===== src/hw/clock_config_map.vh =====
// Register map, field positions and power-up image of the clock configuration block
`ifndef CLOCK_CONFIG_MAP_VH
`define CLOCK_CONFIG_MAP_VH

// Register byte offsets
`define OFS_SYNTH1_SET0   8'h00
`define OFS_SYNTH1_SET1   8'h04
`define OFS_SYNTH2_CFG    8'h08
`define OFS_SYNTH3_CFG    8'h0C
`define OFS_ROUTE_CFG     8'h10
`define OFS_DIV_A         8'h14
`define OFS_DIV_B         8'h18
`define OFS_DIV_C         8'h1C
`define OFS_PIN_CFG       8'h20
`define OFS_XTAL_CFG      8'h24
`define OFS_STATUS        8'h28

// Synthesizer word: pre-divider and feedback multiplier
`define SYN_Q_LSB         0
`define SYN_P_LSB         8
// Route word: 2-bit source per output, inverted-phase bits
`define RT_SRC_LSB        0
`define RT_INV_LSB        8
// Divider word: setting 0 and setting 1
`define DIV0_LSB          0
`define DIV1_LSB          8
// Pin word: function, extra suspend with select, suspend sets
`define PIN_FUNC_LSB      0
`define PIN_FS_SUSP_BIT   2
`define PIN_SMASK_LSB     4
`define PIN_OMASK_LSB     8
// Crystal word: load code, bypass, drive
`define XT_CAP_LSB        0
`define XT_BYPASS_BIT     8
`define XT_DRIVE_LSB      12

// Pin function codes
`define FUNC_FSEL         2'h0
`define FUNC_SUSPEND      2'h1
`define FUNC_OE           2'h2
`define FUNC_SHUTDOWN     2'h3

// Power-up image of the nonvolatile store
`define RST_SYNTH1_SET0   32'h0000_0801
`define RST_SYNTH1_SET1   32'h0000_1001
`define RST_SYNTH2_CFG    32'h0000_0801
`define RST_SYNTH3_CFG    32'h0000_0801
`define RST_ROUTE_CFG     32'h0000_0000
`define RST_DIV_A         32'h0000_0402
`define RST_DIV_B         32'h0000_0402
`define RST_DIV_C         32'h0000_0002
`define RST_PIN_CFG       32'h0000_0002
`define RST_XTAL_CFG      32'h0000_1000

`endif


===== src/hw/three_pll_clock_config.v =====
// Configuration, crosspoint, post dividers and pin control of a three-synthesizer clock generator
// Functional notes
// - Synth rate is reference over Q times P
// - Four sources routable to any output
// - Each output has own seven-bit post divider
// - Outputs A and B pick divider by select
// - Output C uses one divider value only
// - Input pin takes one of four functions
// - Select picks synth one, B, A settings
// - Divider changes applied glitch free
// - Output enable low floats all outputs
// - Shutdown low floats outputs, stops everything
// - After shutdown synth-fed outputs wait for relock
// - Suspend low disables configured synths, outputs
// - Suspended synth stopped, suspended output floats
// - Suspend may act alongside frequency select
// - Six-bit crystal load code, 0.375pF steps
// - Bypass option removes crystal load capacitors
// - Oscillator drive strength is configurable
// - Inverted synth phase selectable per output
`timescale 1ns/10ps
`default_nettype none
`include "clock_config_map.vh"

module three_pll_clock_config #(
  parameter Q_W     = 8,
  parameter P_W     = 11,
  parameter DIV_W   = 7,
  parameter CAP_W   = 6,
  parameter DRIVE_W = 2
) (
  // Clock and reset
  input  wire                   clk,
  input  wire                   rst,
  // APB slave
  input  wire                   psel,
  input  wire                   penable,
  input  wire                   pwrite,
  input  wire [7:0]             paddr,
  input  wire [31:0]            pwdata,
  output reg  [31:0]            prdata,
  output wire                   pready,
  output wire                   pslverr,
  // Multi-function input pin
  input  wire                   gp_pin,
  // Synthesizer control and feedback
  output reg  [3*Q_W-1:0]       synth_q,
  output reg  [3*P_W-1:0]       synth_p,
  output reg  [2:0]             synth_en,
  input  wire [2:0]             synth_lock,
  input  wire [2:0]             synth_tick,
  // Oscillator control
  output reg                    osc_en,
  output reg  [CAP_W-1:0]       xtal_cap,
  output reg                    xtal_bypass,
  output reg  [DRIVE_W-1:0]     xtal_drive,
  // Clock outputs: first, second, third
  output reg  [2:0]             output_clock,
  output reg  [2:0]             output_clock_oe
);

  // Configuration store
  reg  [31:0] syn1_s0_q;
  reg  [31:0] syn1_s1_q;
  reg  [31:0] syn2_q;
  reg  [31:0] syn3_q;
  reg  [31:0] route_q;
  reg  [31:0] div_a_q;
  reg  [31:0] div_b_q;
  reg  [31:0] div_c_q;
  reg  [31:0] pin_q;
  reg  [31:0] xtal_q;
  // Pin sampling
  reg         pin_q1;
  reg         fs_sel_q;

  // Bus handshake
  wire setup_ph  = psel & ~penable;
  wire access_ph = psel & penable;
  reg  addr_hit;

  // Address decode
  always @* begin
    case (paddr)
      `OFS_SYNTH1_SET0, `OFS_SYNTH1_SET1, `OFS_SYNTH2_CFG, `OFS_SYNTH3_CFG,
      `OFS_ROUTE_CFG, `OFS_DIV_A, `OFS_DIV_B, `OFS_DIV_C,
      `OFS_PIN_CFG, `OFS_XTAL_CFG, `OFS_STATUS: addr_hit = 1'b1;
      default: addr_hit = 1'b0;
    endcase
  end

  // Zero wait states; unmapped addresses flag an error
  assign pready  = 1'b1;
  assign pslverr = access_ph & ~addr_hit;

  // Pin function decode
  wire [1:0] func     = pin_q[`PIN_FUNC_LSB +: 2];
  wire [2:0] susp_syn = pin_q[`PIN_SMASK_LSB +: 3];
  wire [2:0] susp_out = pin_q[`PIN_OMASK_LSB +: 3];
  wire       fs_use   = (func == `FUNC_FSEL);
  wire       shutdown = (func == `FUNC_SHUTDOWN) & ~pin_q1;
  wire       oe_off   = (func == `FUNC_OE) & ~pin_q1;
  // Suspend also allowed while the pin selects frequency
  wire       suspend  = ((func == `FUNC_SUSPEND) |
                         (fs_use & pin_q[`PIN_FS_SUSP_BIT])) & ~pin_q1;

  // Status word
  wire [31:0] status_w = {21'h00_0000, shutdown, oe_off, suspend,
                          output_clock_oe, synth_lock, fs_sel_q, pin_q1};

  // Read data registered in setup, valid in access phase
  always @(posedge clk) begin
    if (rst) begin
      prdata <= 32'h0000_0000;
    end else if (setup_ph & ~pwrite) begin
      case (paddr)
        `OFS_SYNTH1_SET0: prdata <= syn1_s0_q;
        `OFS_SYNTH1_SET1: prdata <= syn1_s1_q;
        `OFS_SYNTH2_CFG:  prdata <= syn2_q;
        `OFS_SYNTH3_CFG:  prdata <= syn3_q;
        `OFS_ROUTE_CFG:   prdata <= route_q;
        `OFS_DIV_A:       prdata <= div_a_q;
        `OFS_DIV_B:       prdata <= div_b_q;
        `OFS_DIV_C:       prdata <= div_c_q;
        `OFS_PIN_CFG:     prdata <= pin_q;
        `OFS_XTAL_CFG:    prdata <= xtal_q;
        `OFS_STATUS:      prdata <= status_w;
        default:          prdata <= 32'h0000_0000;
      endcase
    end
  end

  // Store loads its power-up image at reset, field writes later
  always @(posedge clk) begin
    if (rst) begin
      syn1_s0_q <= `RST_SYNTH1_SET0;
      syn1_s1_q <= `RST_SYNTH1_SET1;
      syn2_q    <= `RST_SYNTH2_CFG;
      syn3_q    <= `RST_SYNTH3_CFG;
      route_q   <= `RST_ROUTE_CFG;
      div_a_q   <= `RST_DIV_A;
      div_b_q   <= `RST_DIV_B;
      div_c_q   <= `RST_DIV_C;
      pin_q     <= `RST_PIN_CFG;
      xtal_q    <= `RST_XTAL_CFG;
    end else if (access_ph & pwrite) begin
      case (paddr)
        `OFS_SYNTH1_SET0: syn1_s0_q <= pwdata & 32'h0007_FFFF;
        `OFS_SYNTH1_SET1: syn1_s1_q <= pwdata & 32'h0007_FFFF;
        `OFS_SYNTH2_CFG:  syn2_q    <= pwdata & 32'h0007_FFFF;
        `OFS_SYNTH3_CFG:  syn3_q    <= pwdata & 32'h0007_FFFF;
        `OFS_ROUTE_CFG:   route_q   <= pwdata & 32'h0000_073F;
        `OFS_DIV_A:       div_a_q   <= pwdata & 32'h0000_7F7F;
        `OFS_DIV_B:       div_b_q   <= pwdata & 32'h0000_7F7F;
        `OFS_DIV_C:       div_c_q   <= pwdata & 32'h0000_007F;
        `OFS_PIN_CFG:     pin_q     <= pwdata & 32'h0000_0777;
        `OFS_XTAL_CFG:    xtal_q    <= pwdata & 32'h0000_313F;
        default:          pin_q     <= pin_q;
      endcase
    end
  end

  // Pin sample, then select held in a second stage
  always @(posedge clk) begin
    if (rst) begin
      pin_q1   <= 1'b1;
      fs_sel_q <= 1'b0;
    end else begin
      pin_q1   <= gp_pin;
      fs_sel_q <= fs_use & pin_q1;
    end
  end

  // Synthesizer settings; synth one follows the select
  wire [31:0] syn1_w = fs_sel_q ? syn1_s1_q : syn1_s0_q;
  wire [2:0]  syn_run;
  assign syn_run[0] = ~shutdown & ~(suspend & susp_syn[0]);
  assign syn_run[1] = ~shutdown & ~(suspend & susp_syn[1]);
  assign syn_run[2] = ~shutdown & ~(suspend & susp_syn[2]);

  // Analog side control, registered
  always @(posedge clk) begin
    if (rst) begin
      synth_q     <= {3*Q_W{1'b0}};
      synth_p     <= {3*P_W{1'b0}};
      synth_en    <= 3'b000;
      osc_en      <= 1'b1;
      xtal_cap    <= {CAP_W{1'b0}};
      xtal_bypass <= 1'b0;
      xtal_drive  <= {DRIVE_W{1'b0}};
    end else begin
      synth_q     <= {syn3_q[`SYN_Q_LSB +: Q_W], syn2_q[`SYN_Q_LSB +: Q_W],
                      syn1_w[`SYN_Q_LSB +: Q_W]};
      synth_p     <= {syn3_q[`SYN_P_LSB +: P_W], syn2_q[`SYN_P_LSB +: P_W],
                      syn1_w[`SYN_P_LSB +: P_W]};
      synth_en    <= syn_run;
      osc_en      <= ~shutdown;
      xtal_cap    <= xtal_q[`XT_CAP_LSB +: CAP_W];
      xtal_bypass <= xtal_q[`XT_BYPASS_BIT];
      xtal_drive  <= xtal_q[`XT_DRIVE_LSB +: DRIVE_W];
    end
  end

  // Per-output divider value: A and B switch on select, C fixed
  wire [DIV_W-1:0] div_sel [0:2];
  assign div_sel[0] = fs_sel_q ? div_a_q[`DIV1_LSB +: DIV_W] : div_a_q[`DIV0_LSB +: DIV_W];
  assign div_sel[1] = fs_sel_q ? div_b_q[`DIV1_LSB +: DIV_W] : div_b_q[`DIV0_LSB +: DIV_W];
  assign div_sel[2] = div_c_q[`DIV0_LSB +: DIV_W];

  // Output paths
  genvar g;
  generate
    for (g = 0; g < 3; g = g + 1) begin : g_out
      reg  [DIV_W-1:0] cnt_q;
      reg  [DIV_W-1:0] n_q;
      reg              ph_q;
      wire [1:0]       src = route_q[`RT_SRC_LSB + 2*g +: 2];
      wire             inv = route_q[`RT_INV_LSB + g];
      reg              tick;
      reg              src_ok;
      wire [DIV_W-1:0] n_eff = (n_q == {DIV_W{1'b0}}) ? {{(DIV_W-1){1'b0}}, 1'b1} : n_q;
      // One extra bit so the largest divide value cannot wrap to zero
      wire [DIV_W:0]   n_inc = {1'b0, n_eff} + {{DIV_W{1'b0}}, 1'b1};
      wire [DIV_W-1:0] half  = n_inc[DIV_W:1];
      wire             last  = (cnt_q == n_eff - {{(DIV_W-1){1'b0}}, 1'b1});
      wire             en_d  = ~shutdown & ~oe_off & ~(suspend & susp_out[g]) & src_ok;

      // Crosspoint: reference ticks every cycle, synths only when locked
      always @* begin
        case (src)
          2'h0:    begin tick = 1'b1;          src_ok = 1'b1; end
          2'h1:    begin tick = synth_tick[0]; src_ok = syn_run[0] & synth_lock[0]; end
          2'h2:    begin tick = synth_tick[1]; src_ok = syn_run[1] & synth_lock[1]; end
          default: begin tick = synth_tick[2]; src_ok = syn_run[2] & synth_lock[2]; end
        endcase
      end

      // Divider; new value taken only at a period boundary
      always @(posedge clk) begin
        if (rst | shutdown) begin
          cnt_q <= {DIV_W{1'b0}};
          n_q   <= div_sel[g];
          ph_q  <= 1'b0;
        end else if (tick & src_ok) begin
          if (last) begin
            cnt_q <= {DIV_W{1'b0}};
            n_q   <= div_sel[g];
          end else begin
            cnt_q <= cnt_q + {{(DIV_W-1){1'b0}}, 1'b1};
          end
          // Divide by one toggles each source edge
          ph_q  <= (n_eff == {{(DIV_W-1){1'b0}}, 1'b1}) ? ~ph_q :
                   (last ? 1'b1 : (cnt_q + {{(DIV_W-1){1'b0}}, 1'b1} < half));
        end
      end

      // Pin drive; enable of a synth-fed output waits for lock after shutdown
      always @(posedge clk) begin
        if (rst) begin
          output_clock[g]    <= 1'b0;
          output_clock_oe[g] <= 1'b0;
        end else begin
          output_clock[g]    <= ph_q ^ (inv & (src != 2'h0));
          output_clock_oe[g] <= en_d;
        end
      end
    end
  endgenerate

endmodule // three_pll_clock_config

`default_nettype wire


===== config.mk =====
export PLATFORM = sky130hd
export DESIGN_NAME = three_pll_clock_config
export DESIGN_NICKNAME = d
export VERILOG_FILES = /design/src/hw/three_pll_clock_config.v
export VERILOG_INCLUDE_DIRS = /design/src /design/src/hw
export SDC_FILE = /design/constraint.sdc
export NUM_CORES = 1
export LEC_CHECK = 0
export ABC_AREA = 1
export BUFFER_PORTS_ARGS = -buffer_cell sky130_fd_sc_hd__clkbuf_2
export CAP_MARGIN = 20
export CORE_ASPECT_RATIO = 1.75
export CORE_UTILIZATION = 35
export CTS_CLUSTER_SIZE = 20
export DETAILED_ROUTE_END_ITERATION = 12
export MAX_ROUTING_LAYER = met4
export PLACE_DENSITY = 0.61
export SETUP_SLACK_MARGIN = 0.15
export SLEW_MARGIN = 20
export SYNTH_ARGS = -nofsm -noshare
export SYNTH_HDL_FRONTEND = slang
export SYNTH_SLANG_ARGS = --single-unit
export TNS_END_PERCENT = 100

===== constraint.sdc =====
create_clock -name clk -period 6.94 [get_ports clk]
set_input_delay 0.694 -clock clk [delete_from_list [all_inputs] [get_ports clk]]
set_output_delay 0.694 -clock clk [all_outputs]
set_load 0.005 [all_outputs]

After elaboration in Yosys (flattened, before gate mapping) --
Index checks and enable logic that the tools add are counted. Widths: inputs -> output; s select.
Storage, ports and cells: bits in registers 293, bits of input ports 52, output and inout port bits 110, word-level logic and storage cells 190
Operators by class: add/sub/neg operators 9, $lt $le $gt $ge 3, eq/ne operators 25, muxes and demuxes 32, bitwise logic cells 55, reductions and logical operators 31
Operator list (number):
- $pmux 19 s11 | 1
- $mux 7 | 17
- $and 1x1->1 | 35
- $eq 8x5->1 const B | 4
- $reduce_and 2->1 | 13
- $add 7x1->8 const B | 3
- $eq 8x6->1 const B | 3
- $add 7x1->7 const B | 3
- $eq 7x1->1 const B | 3
- $eq 7x7->1 | 3
- $logic_not 7->1 | 3
- $lt 7x7->1 | 3
- $sub 7x1->7 const B | 3
- $mux 19 | 1
- $pmux 1 s3 | 6
- $reduce_bool 2->1 | 9
- $eq 8x4->1 const B | 2
- $not 1->1 | 15
- $reduce_or 11->1 | 1
- $eq 2x2->1 const B | 5
- $eq 2x1->1 const B | 4
- $eq 8x3->1 const B | 1
- $logic_not 2->1 | 4
- $logic_not 8->1 | 1
- other kinds (3) | 12

Longest topological paths before layout --
Gate-level depths: netlist of the first run.
depth in word-level cells 12, gate-level depth with buffers 17, depth with buffers taken out 17

Worst setup path after synthesis of the first run --
No wires, ideal clock.
kind flip-flop to flip-flop, from reg g_out[2].n_q[2], to reg g_out[2].n_q[0] (enable), setup time 0.375 ns, data arrival time 2.346 ns, required time 6.565 ns, path slack 4.219 ns, stages on the path, launching flop included 13, buffers on the path 0, period minus slack after synthesis 2.721 ns, path through edfxtp_1 nor2_1 nand3_1 nand2_1 inv_1 ha_1 nor2_1 nor2_1 nand2_1 nand2_1 nor3_1 nand3_2 o21ai_1
Between the ends: longest elaborated chain between the ends 6
Ends and longest elaborated chain:
- start: declaration | RTL line three_pll_clock_config.v:215 | reg [DIV_W-1:0] n_q;
- start signal: assignment | RTL line three_pll_clock_config.v:242 | n_q <= div_sel[g];
- start signal: assignment | RTL line three_pll_clock_config.v:247 | n_q <= div_sel[g];
- $logic_not 7->1 | RTL line three_pll_clock_config.v:221 | wire [DIV_W-1:0] n_eff = (n_q == {DIV_W{1'b0}}) ? {{(DIV_W-1){1'b0}}, 1'b1} : n_q;
- $mux 7 * | RTL line three_pll_clock_config.v:221
- $sub 7x1->7 * | RTL line three_pll_clock_config.v:225 | wire last = (cnt_q == n_eff - {{(DIV_W-1){1'b0}}, 1'b1});
- $eq 7x7->1 * | RTL line three_pll_clock_config.v:225
- $reduce_bool 2->1 (no source line) *
- $reduce_and 2->1 (no source line) *
Every way passes the cells marked *; elsewhere a longest branch is shown, timed or not. A chain may end at the register's enable or synchronous reset.

Worst setup path after layout of the first run --
from in paddr[6], to out pslverr
Between the ends: longest elaborated chain between the ends 5, elaborated cells on any way between the ends 15, those cells by class eq/ne (10); mux (1); bitwise (2); reduce/logical (2)
Ends and longest elaborated chain:
- start: declaration | RTL line three_pll_clock_config.v:39 | input wire [7:0] paddr,
- $eq 8x6->1, or another cell as far along | RTL line three_pll_clock_config.v:84 | case (paddr)
- $reduce_or 11->1 * | RTL line three_pll_clock_config.v:84
- $mux 1 * | RTL line three_pll_clock_config.v:84
- $not 1->1 * | RTL line three_pll_clock_config.v:94 | assign pslverr = access_ph & ~addr_hit;
- $and 1x1->1 * | RTL line three_pll_clock_config.v:94
- end: declaration | RTL line three_pll_clock_config.v:43 | output wire pslverr,
Marks and branches as above.

==> results.rst, run 1 <==
.. list-table::
   :header-rows: 1

   * - Metric
     - Value
   * - Power per cell area
     - 237 nW/µm²
   * - Peak supply drop
     - 0.000236 V
   * - Worst-path clk slew
     - 0.07 ns
   * - Via-to-Cell Ratio
     - 5.10
   * - Hold Path Class
     - input pin to flip-flop
   * - Most used standard cell by instance count after synthesis
     - sky130_fd_sc_hd__dfxtp_1
   * - Detailed Route WL
     - 40000 µm
   * - Maximum capacitance violations
     - 0
   * - Antenna diode count
     - 0
   * - Residual DRC count
     - 0
   * - Clock sinks
     - 280
   * - Clock insertion delay at the later pin of the skew report
     - 0.55 ns
   * - Worst hold margin
     - 0.340 ns
   * - Slowest cell on the critical path
     - sky130_fd_sc_hd__nand2_1
   * - HPWL after detailed placement
     - 29400 µm
   * - Sequential-to-total area share from yosys stat
     - 46.7%
   * - Root Buffer
     - sky130_fd_sc_hd__clkbuf_16
   * - Part of the power in combinational logic
     - 5.9%
   * - Depth of the worst register-to-register path
     - 13
   * - Worst path max stage delay
     - 0.69 ns
   * - H-tree levels
     - 1
   * - Power consumption
     - 3.38 mW
   * - Dominant synthesized flop cell
     - sky130_fd_sc_hd__dfxtp_1
   * - Number of global-route vias before repair
     - 10900
   * - Post-CTS setup buffer count
     - 0
   * - Largest buffer count on any clock path
     - 3
   * - Total I/O pin count
     - 162
   * - Slew of the pin with the lowest slew margin
     - 1.02 ns
   * - Effective utilization at floorplan
     - 35.4%
   * - Switching share of power
     - 23.9%
   * - Count of flip-flops with a built-in enable after synthesis
     - 21
   * - Cell count along the critical path
     - 8
   * - Final setup violation count
     - 0
   * - Result of the run
     - finished, final reports clean
   * - Area of the die
     - 36400 µm²
   * - First-pass GRT wire length
     - 60800 µm
   * - Post-cts sizing count
     - 0
   * - Relative slew slack
     - 32.0%
   * - WP data required
     - 6.25 ns
   * - Post-synthesis area per instance
     - 7.49 µm²
   * - Wirelength per Cell
     - 17.9 µm
   * - Placement-stage worst setup slack
     - 3.64 ns
   * - Area growth, synth to finish
     - 14.5%
   * - Combined area of all synthesized cells
     - 12400 µm²
   * - Post-route fraction of the period consumed by the critical path
     - 48.0%
   * - Share of post-route cells with drive strength above 1
     - 12.2%
   * - Launch instance of the worst register-to-register path
     - g_out[0].n_q[3]
   * - Number of warnings issued by yosys
     - 0
   * - Worst setup slack after layout
     - 3.61 ns
   * - Final Hold Viols
     - 0
   * - TritonCTS clock tree
     - yes
   * - Max Freq
     - 300 MHz
   * - Net switching power
     - 0.805 mW
   * - Overall track demand over capacity in global routing
     - 22.7%
   * - Row count
     - 91
   * - Overall overflow remaining after global route
     - 0
   * - Top-area cell type share of the netlist area
     - 41.7%
   * - Number of distinct standard cells referenced by the synthesized netlist
     - 35
   * - Number of antenna violations at the first check in global routing
     - 0
   * - Final-report max-slew violation count
     - 0
   * - Kind of critical path
     - input pin to output pin
   * - Ranking of synthesized cells by area
     - sky130_fd_sc_hd__dfxtp_1 42%, sky130_fd_sc_hd__a21oi_1 8.2%, sky130_fd_sc_hd__o21ai_0 7.6%
   * - Cell internal power dissipation
     - 2.57 mW
   * - Post-cts hold buffer count
     - 0
   * - Pin count of the biggest net entering global routing
     - 82
   * - Number of routed nets with antenna violations
     - 0
   * - Core area
     - 35200 µm²
   * - Worst setup EP type
     - output pin
   * - Count of mapped cells out of synthesis
     - 1662
   * - Total Neg Setup Slack
     - 0 ns
   * - Number of flip-flops and latches in the synthesized netlist
     - 280
   * - Most frequent cells after synthesis
     - 259 x sky130_fd_sc_hd__dfxtp_1, 242 x sky130_fd_sc_hd__nand2_1, 215 x sky130_fd_sc_hd__inv_1, 205 x sky130_fd_sc_hd__a21oi_1, 189 x sky130_fd_sc_hd__o21ai_0
   * - Ordered cell list for the critical path
     - clkbuf_2 > inv_1 > nand2_1 > nor3_4 > nand2_1 > nand3_1 > nor4_1 > clkbuf_2
   * - Starting DRC count in detailed routing
     - 773
   * - Minimum clock period
     - 3.33 ns
   * - Data arrival at the endpoint of the critical path
     - 2.64 ns
   * - Number of I/O port buffers
     - 134
   * - Worst R2R End
     - g_out[0].n_q[5]
   * - Area leader, netlist
     - sky130_fd_sc_hd__dfxtp_1
   * - Worst R2R Setup Slack
     - 3.68 ns
   * - Portion of total power attributed to the clock network
     - 44.7%
   * - Die X
     - 145 µm
   * - Routed vias
     - 11400
   * - Final weighted congestion of routability-driven global placement
     - 0.916
   * - Fraction of power consumed by sequential logic
     - 49.4%
   * - Leakage power
     - 6.01 nW
   * - Worst Setup SP
     - paddr[6]
   * - RSZ-0062 raised after global routing
     - false
   * - Startpoint type of the worst setup path
     - input pin
   * - Layout net count
     - 1832
   * - Highest net fanout along the worst path
     - 20
   * - Clock Skews
     - 0.0136 ns
   * - Number of buffers added by the clock tree synthesis step
     - 26
   * - Critical path's top delay family
     - simple AND/OR/NAND/NOR gates
   * - End point of the critical path
     - pslverr
   * - Die Y-Extent
     - 251 µm
   * - Number of buffers and inverters on the critical path
     - 3
   * - Fraction of registers with async set or reset after synthesis
     - 0%
   * - Detailed Routing Iterations Pass 1
     - 5
==> metrics by stage <==
step / instances / util [%] / area [µm²]
after floorplan: 1674 / - / 12500
after global placement: 2190 / 38.0 / 13400
after detailed placement: 2190 / 38.0 / 13400
after CTS: 2237 / 40.5 / 14300
after global routing: 2237 / 40.5 / 14300
final: 2237 / 40.5 / 14300
==> registers in the layout (all words and copies together), names as in the netlist, 2 cells and up <==
signal and cells:
synth_p 33, synth_q 24, g_out.cnt_q 21, g_out.n_q 21
prdata 19, syn1_s0_q 19, syn1_s1_q 19, syn2_q 19
syn3_q 19, div_a_q 14, div_b_q 14, pin_q 9
route_q 9, xtal_q 9, div_c_q 7, xtal_cap 6
g_out.ph_q 3, output_clock 3, output_clock_oe 3, synth_en 3
xtal_drive 2
==> cell families after synthesis <==
group	count (synthesis)	synth area share, %
other cells	2	0.0603
buf+inv	315	10.3
flops	280	46.7
xor+xnor	31	2.18
fa+ha+maj	27	2.71
simple gates	549	18.8
compound gates	458	19.2
==> power by group through the flow <==
stage	Sequential (mW)	Clock [mW]	Combinational (mW)
global placement	1.70	0	0.195
CTS	1.67	1.54	0.200
global route	1.67	1.59	0.226
floorplan	1.70	0	0.133
detailed placement	1.70	0	0.199
finish	1.67	1.51	0.200
==> worst reg2reg max path, delay by kind of cell (launching register included) <==
kind | cells | cell delay [ns]
xor gates and xnor gates | 1 | 0.11
buffers and inverters | 2 | 0.14
and+or+nand+nor | 8 | 1.14
AOI/OAI and AO/OA | 1 | 0.74
adders and majority gates | 1 | 0.28
DFF | 1 | 0.46
==> worst min path at each step <==
| stage | from | end | slack (ns) | cells past startpoint |
|---|---|---|---|---|
| detailed placement | div_c_q[4] | g_out[2].n_q[4] | 0.42 | 0 |
| floorplan | div_c_q[0] | g_out[2].n_q[0] | 0.41 | 0 |
| global placement | div_c_q[5] | g_out[2].n_q[5] | 0.41 | 0 |
| CTS | gp_pin | pin_q1 | 0.33 | 2 |
| finish | gp_pin | pin_q1 | 0.34 | 2 |
| global route | gp_pin | pin_q1 | 0.33 | 2 |
==> cell type report <==
cell class              count  area, µm²
inverters                 226        850
clock inverters            10        115
flip-flops and latches    280       5820
multi-input cells        1079       5400
clock buffers              37        776
fillers                  3622      20900
well taps                 465        582
repair buffers            140        716
==> cells in the final DEF (no fill, tap or decap), drive strengths merged <==
cell type	synthesis	layout
inv	225	227
bufinv	0	2
or2	1	1
buf	35	6
a21oi	205	205
ha	27	27
o211ai	13	13
nand3b	7	7
o21ai	192	192
nor2	182	182
nor4	2	2
conb	2	14
nand3	83	83
o221ai	1	1
clkinv	1	7
o21bai	1	1
xor2	26	26
nand2	248	248
o22ai	46	46
nand4	13	13
edfxtp	21	21
xnor2	5	5
nor3	13	13
dfxtp	259	259
clkbuf	54	171
==> routing by layer <==
metal | global-route usage [%] | wire length (µm) | vias up
met5 | - | 0 | -
met3 | 2.13 | 1610 | 118
met2 | 40.7 | 21100 | 359
met1 | 22.7 | 14300 | 5353
li1 | - | - | 5588
met4 | 15.8 | 2940 | 0
Note: power is estimated with default switching activity, not from simulation.
==> run 2: changes to the inputs <==
==> constraint.sdc (replaced) <==
create_clock -name clk -period 3.3 [get_ports clk]
set_input_delay 0.33 -clock clk [delete_from_list [all_inputs] [get_ports clk]]
set_output_delay 0.33 -clock clk [all_outputs]
set_load 0.005 [all_outputs]
==> run 2 against run 1 <==
Net effect:
- hold slack got worse by 0.25 ns
- total power up 110%
- final cell count up 0.58%
- register-to-register slack got worse by 3.3 ns
- non-clock buffer count is 13 higher
- sequential cell count is the same
- critical path depth up 5
- setup slack got worse by 3.2 ns
- sequential share of layout area is 0.26 points lower
- largest cell class unchanged
- highest routed layer unchanged
==> results.rst, run 2 (same netlist as run 1, synthesis figures left out) <==
.. list-table::
   :header-rows: 1

   * - Metric
     - Value
   * - Result of the run
     - finished, final reports clean
   * - Overall overflow remaining after global route
     - 0
   * - Total I/O pin count
     - 162
   * - Routed wire length on met2
     - 21200 µm
   * - Number of inserted filler cells in the final layout
     - 3603
   * - Commonest non-fill, non-tap cells in the layout
     - 258 x sky130_fd_sc_hd__dfxtp_1, 242 x sky130_fd_sc_hd__nand2_1, 214 x sky130_fd_sc_hd__inv_1, 205 x sky130_fd_sc_hd__a21oi_1, 189 x sky130_fd_sc_hd__o21ai_0
   * - Share of post-route cells with drive strength above 1
     - 13.1%
   * - Most frequent standard cell in the layout excluding fill and tap cells
     - sky130_fd_sc_hd__dfxtp_1
   * - Clock insertion delay at the later pin of the skew report
     - 0.55 ns
   * - Die X
     - 145 µm
   * - Clock Skews
     - 0.0214 ns
   * - Final weighted congestion of routability-driven global placement
     - 0.941
   * - Worst setup slack after layout
     - 0.393 ns
   * - Die Y-Extent
     - 251 µm
   * - Number of I/O port buffers
     - 134
   * - Routed length on met1
     - 14200 µm
   * - Number of routed nets with antenna violations
     - 0
   * - Overall track demand over capacity in global routing
     - 23.1%
   * - Final setup violation count
     - 0
   * - Startpoint type of the worst setup path
     - flip-flop
   * - Final-report max-slew violation count
     - 0
   * - Starting DRC count in detailed routing
     - 750
   * - Residual DRC count
     - 0
   * - Wirelength per Cell
     - 17.8 µm
   * - Hold Path Class
     - input pin to flip-flop
   * - Final Hold Viols
     - 0
   * - Post-route fraction of the period consumed by the critical path
     - 88.1%
   * - Detailed Route WL
     - 40100 µm
   * - Pin count of the biggest net entering global routing
     - 48
   * - Area growth, synth to finish
     - 15.2%
   * - Detailed Routing Iterations Pass 1
     - 6
   * - Row count
     - 91
   * - Layout net count
     - 1845
   * - Largest buffer count on any clock path
     - 3
   * - Core area
     - 35200 µm²
   * - Routed vias
     - 11300
   * - First-pass GRT wire length
     - 61400 µm
   * - Worst setup EP type
     - flip-flop
   * - RSZ-0062 raised after global routing
     - false
   * - Total Neg Setup Slack
     - 0 ns
   * - Number of antenna violations at the first check in global routing
     - 0
   * - HPWL after detailed placement
     - 30400 µm
   * - Leakage power
     - 6.07 nW
   * - Highest routed layer
     - met4
   * - TritonCTS clock tree
     - yes
   * - Highest net fanout along the worst path
     - 9
   * - Max Freq
     - 344 MHz
   * - WP data required
     - 3.56 ns
   * - Critical path's top delay family
     - simple AND/OR/NAND/NOR gates
   * - Met3 WL
     - 1660 µm
   * - Power per cell area
     - 493 nW/µm²
   * - Slowest cell on the critical path
     - sky130_fd_sc_hd__edfxtp_1
   * - Number of buffers and inverters on the critical path
     - 2
   * - H-tree levels
     - 1
   * - Area of the die
     - 36400 µm²
   * - Minimum clock period
     - 2.91 ns
   * - Flip-flop count of the largest register after layout
     - 33
   * - Post-Route Utilization
     - 40.8%
   * - Effective utilization at floorplan
     - 35.4%
   * - Peak supply drop
     - 0.000374 V
   * - Ordered cell list for the critical path
     - nor2_1 > nand3_1 > nand2_1 > inv_1 > ha_1 > nor2_1 > nor2_1 > nand2_1 > nand2_1 > nor3_1 > nand3_2 > o21ai_1 > buf_4
   * - Maximum capacitance violations
     - 0
   * - Kind of critical path
     - flip-flop to flip-flop
   * - Registers with the highest flip-flop counts
     - synth_p x33, synth_q x24
   * - Antenna diode count
     - 0
   * - Data arrival at the endpoint of the critical path
     - 3.17 ns
   * - Worst path max stage delay
     - 0.43 ns
   * - Area of placed instances
     - 13500 µm²
   * - Relative slew slack
     - 39.3%
   * - Clock sinks
     - 280
   * - Root Buffer
     - sky130_fd_sc_hd__clkbuf_16
   * - Worst-path clk slew
     - 0.07 ns
   * - Worst R2R Setup Slack
     - 0.39 ns
   * - Biggest register
     - synth_p
   * - Placement-stage worst setup slack
     - 0.408 ns
   * - Slew of the pin with the lowest slew margin
     - 0.910 ns
   * - Number of buffers added by the clock tree synthesis step
     - 26
   * - Number of global-route vias before repair
     - 11000
   * - Area of all placed cells without fillers
     - 14300 µm²
   * - Via-to-Cell Ratio
     - 5.03
-- run 2: metrics by stage --
step | total power, mW | hold slack [ns] | std cells
after detailed placement | 4.01 | 0.421 | 2202
after global placement | 4.01 | 0.414 | 2202
after floorplan | 3.85 | 0.408 | 1674
final | 7.07 | 0.0879 | 2250
after CTS | 7.13 | 0.0654 | 2250
after global routing | 7.31 | 0.0887 | 2250
-- run 2: per-layer routing --
layer  vias to the layer above  global-route usage [%]
met5                         -                       -
met4                         0                    16.8
met3                       126                    2.45
met2                       354                    41.2
met1                      5223                    22.9
li1                       5625                       -
-- run 2: final cells by class --
type / instances / area [µm²] / area share (%)
Clock inverter: 15 / 158 / 1.10
Tap cell: 465 / 582 / 4.06
Multi-Input combinational cell: 1079 / 5400 / 37.6
Timing Repair Buffer: 153 / 816 / 5.69
Clock buffer: 32 / 724 / 5.05
Sequential cell: 280 / 5820 / 40.5
Inverter: 226 / 850 / 5.92
-- run 2: path summary, 6_finish.rpt --
path                                         to             from  cells past startpoint
worst max-delay path            g_out[2].n_q[2]  g_out[2].n_q[2]                     13
worst min register to register  g_out[2].n_q[5]       div_c_q[5]                      0
worst min-delay path              syn1_s0_q[15]       pwdata[15]                      3
worst max register to register  g_out[2].n_q[2]  g_out[2].n_q[2]                     13
-- run 2: report_power, final --
group          internal (mW)  switching, mW
Clock                   1.74           1.39
Sequential              3.46         0.0445
Combinational          0.143          0.290
Total                   5.35           1.73
-- run 2: worst min-delay path: stages --
cell and delay, ns:
sky130_fd_sc_hd__clkbuf_2 0.13, sky130_fd_sc_hd__nor2_1 0.05, sky130_fd_sc_hd__nor2_1 0.08
-- run 2: repair_timing --
| action | CTS | global route |
|---|---|---|
| hold buffers | 1 | 0 |
| gates resized for setup | 0 | 0 |
| buffers inserted | 0 | 0 |
| hold endpoints to repair | 1 | 0 |
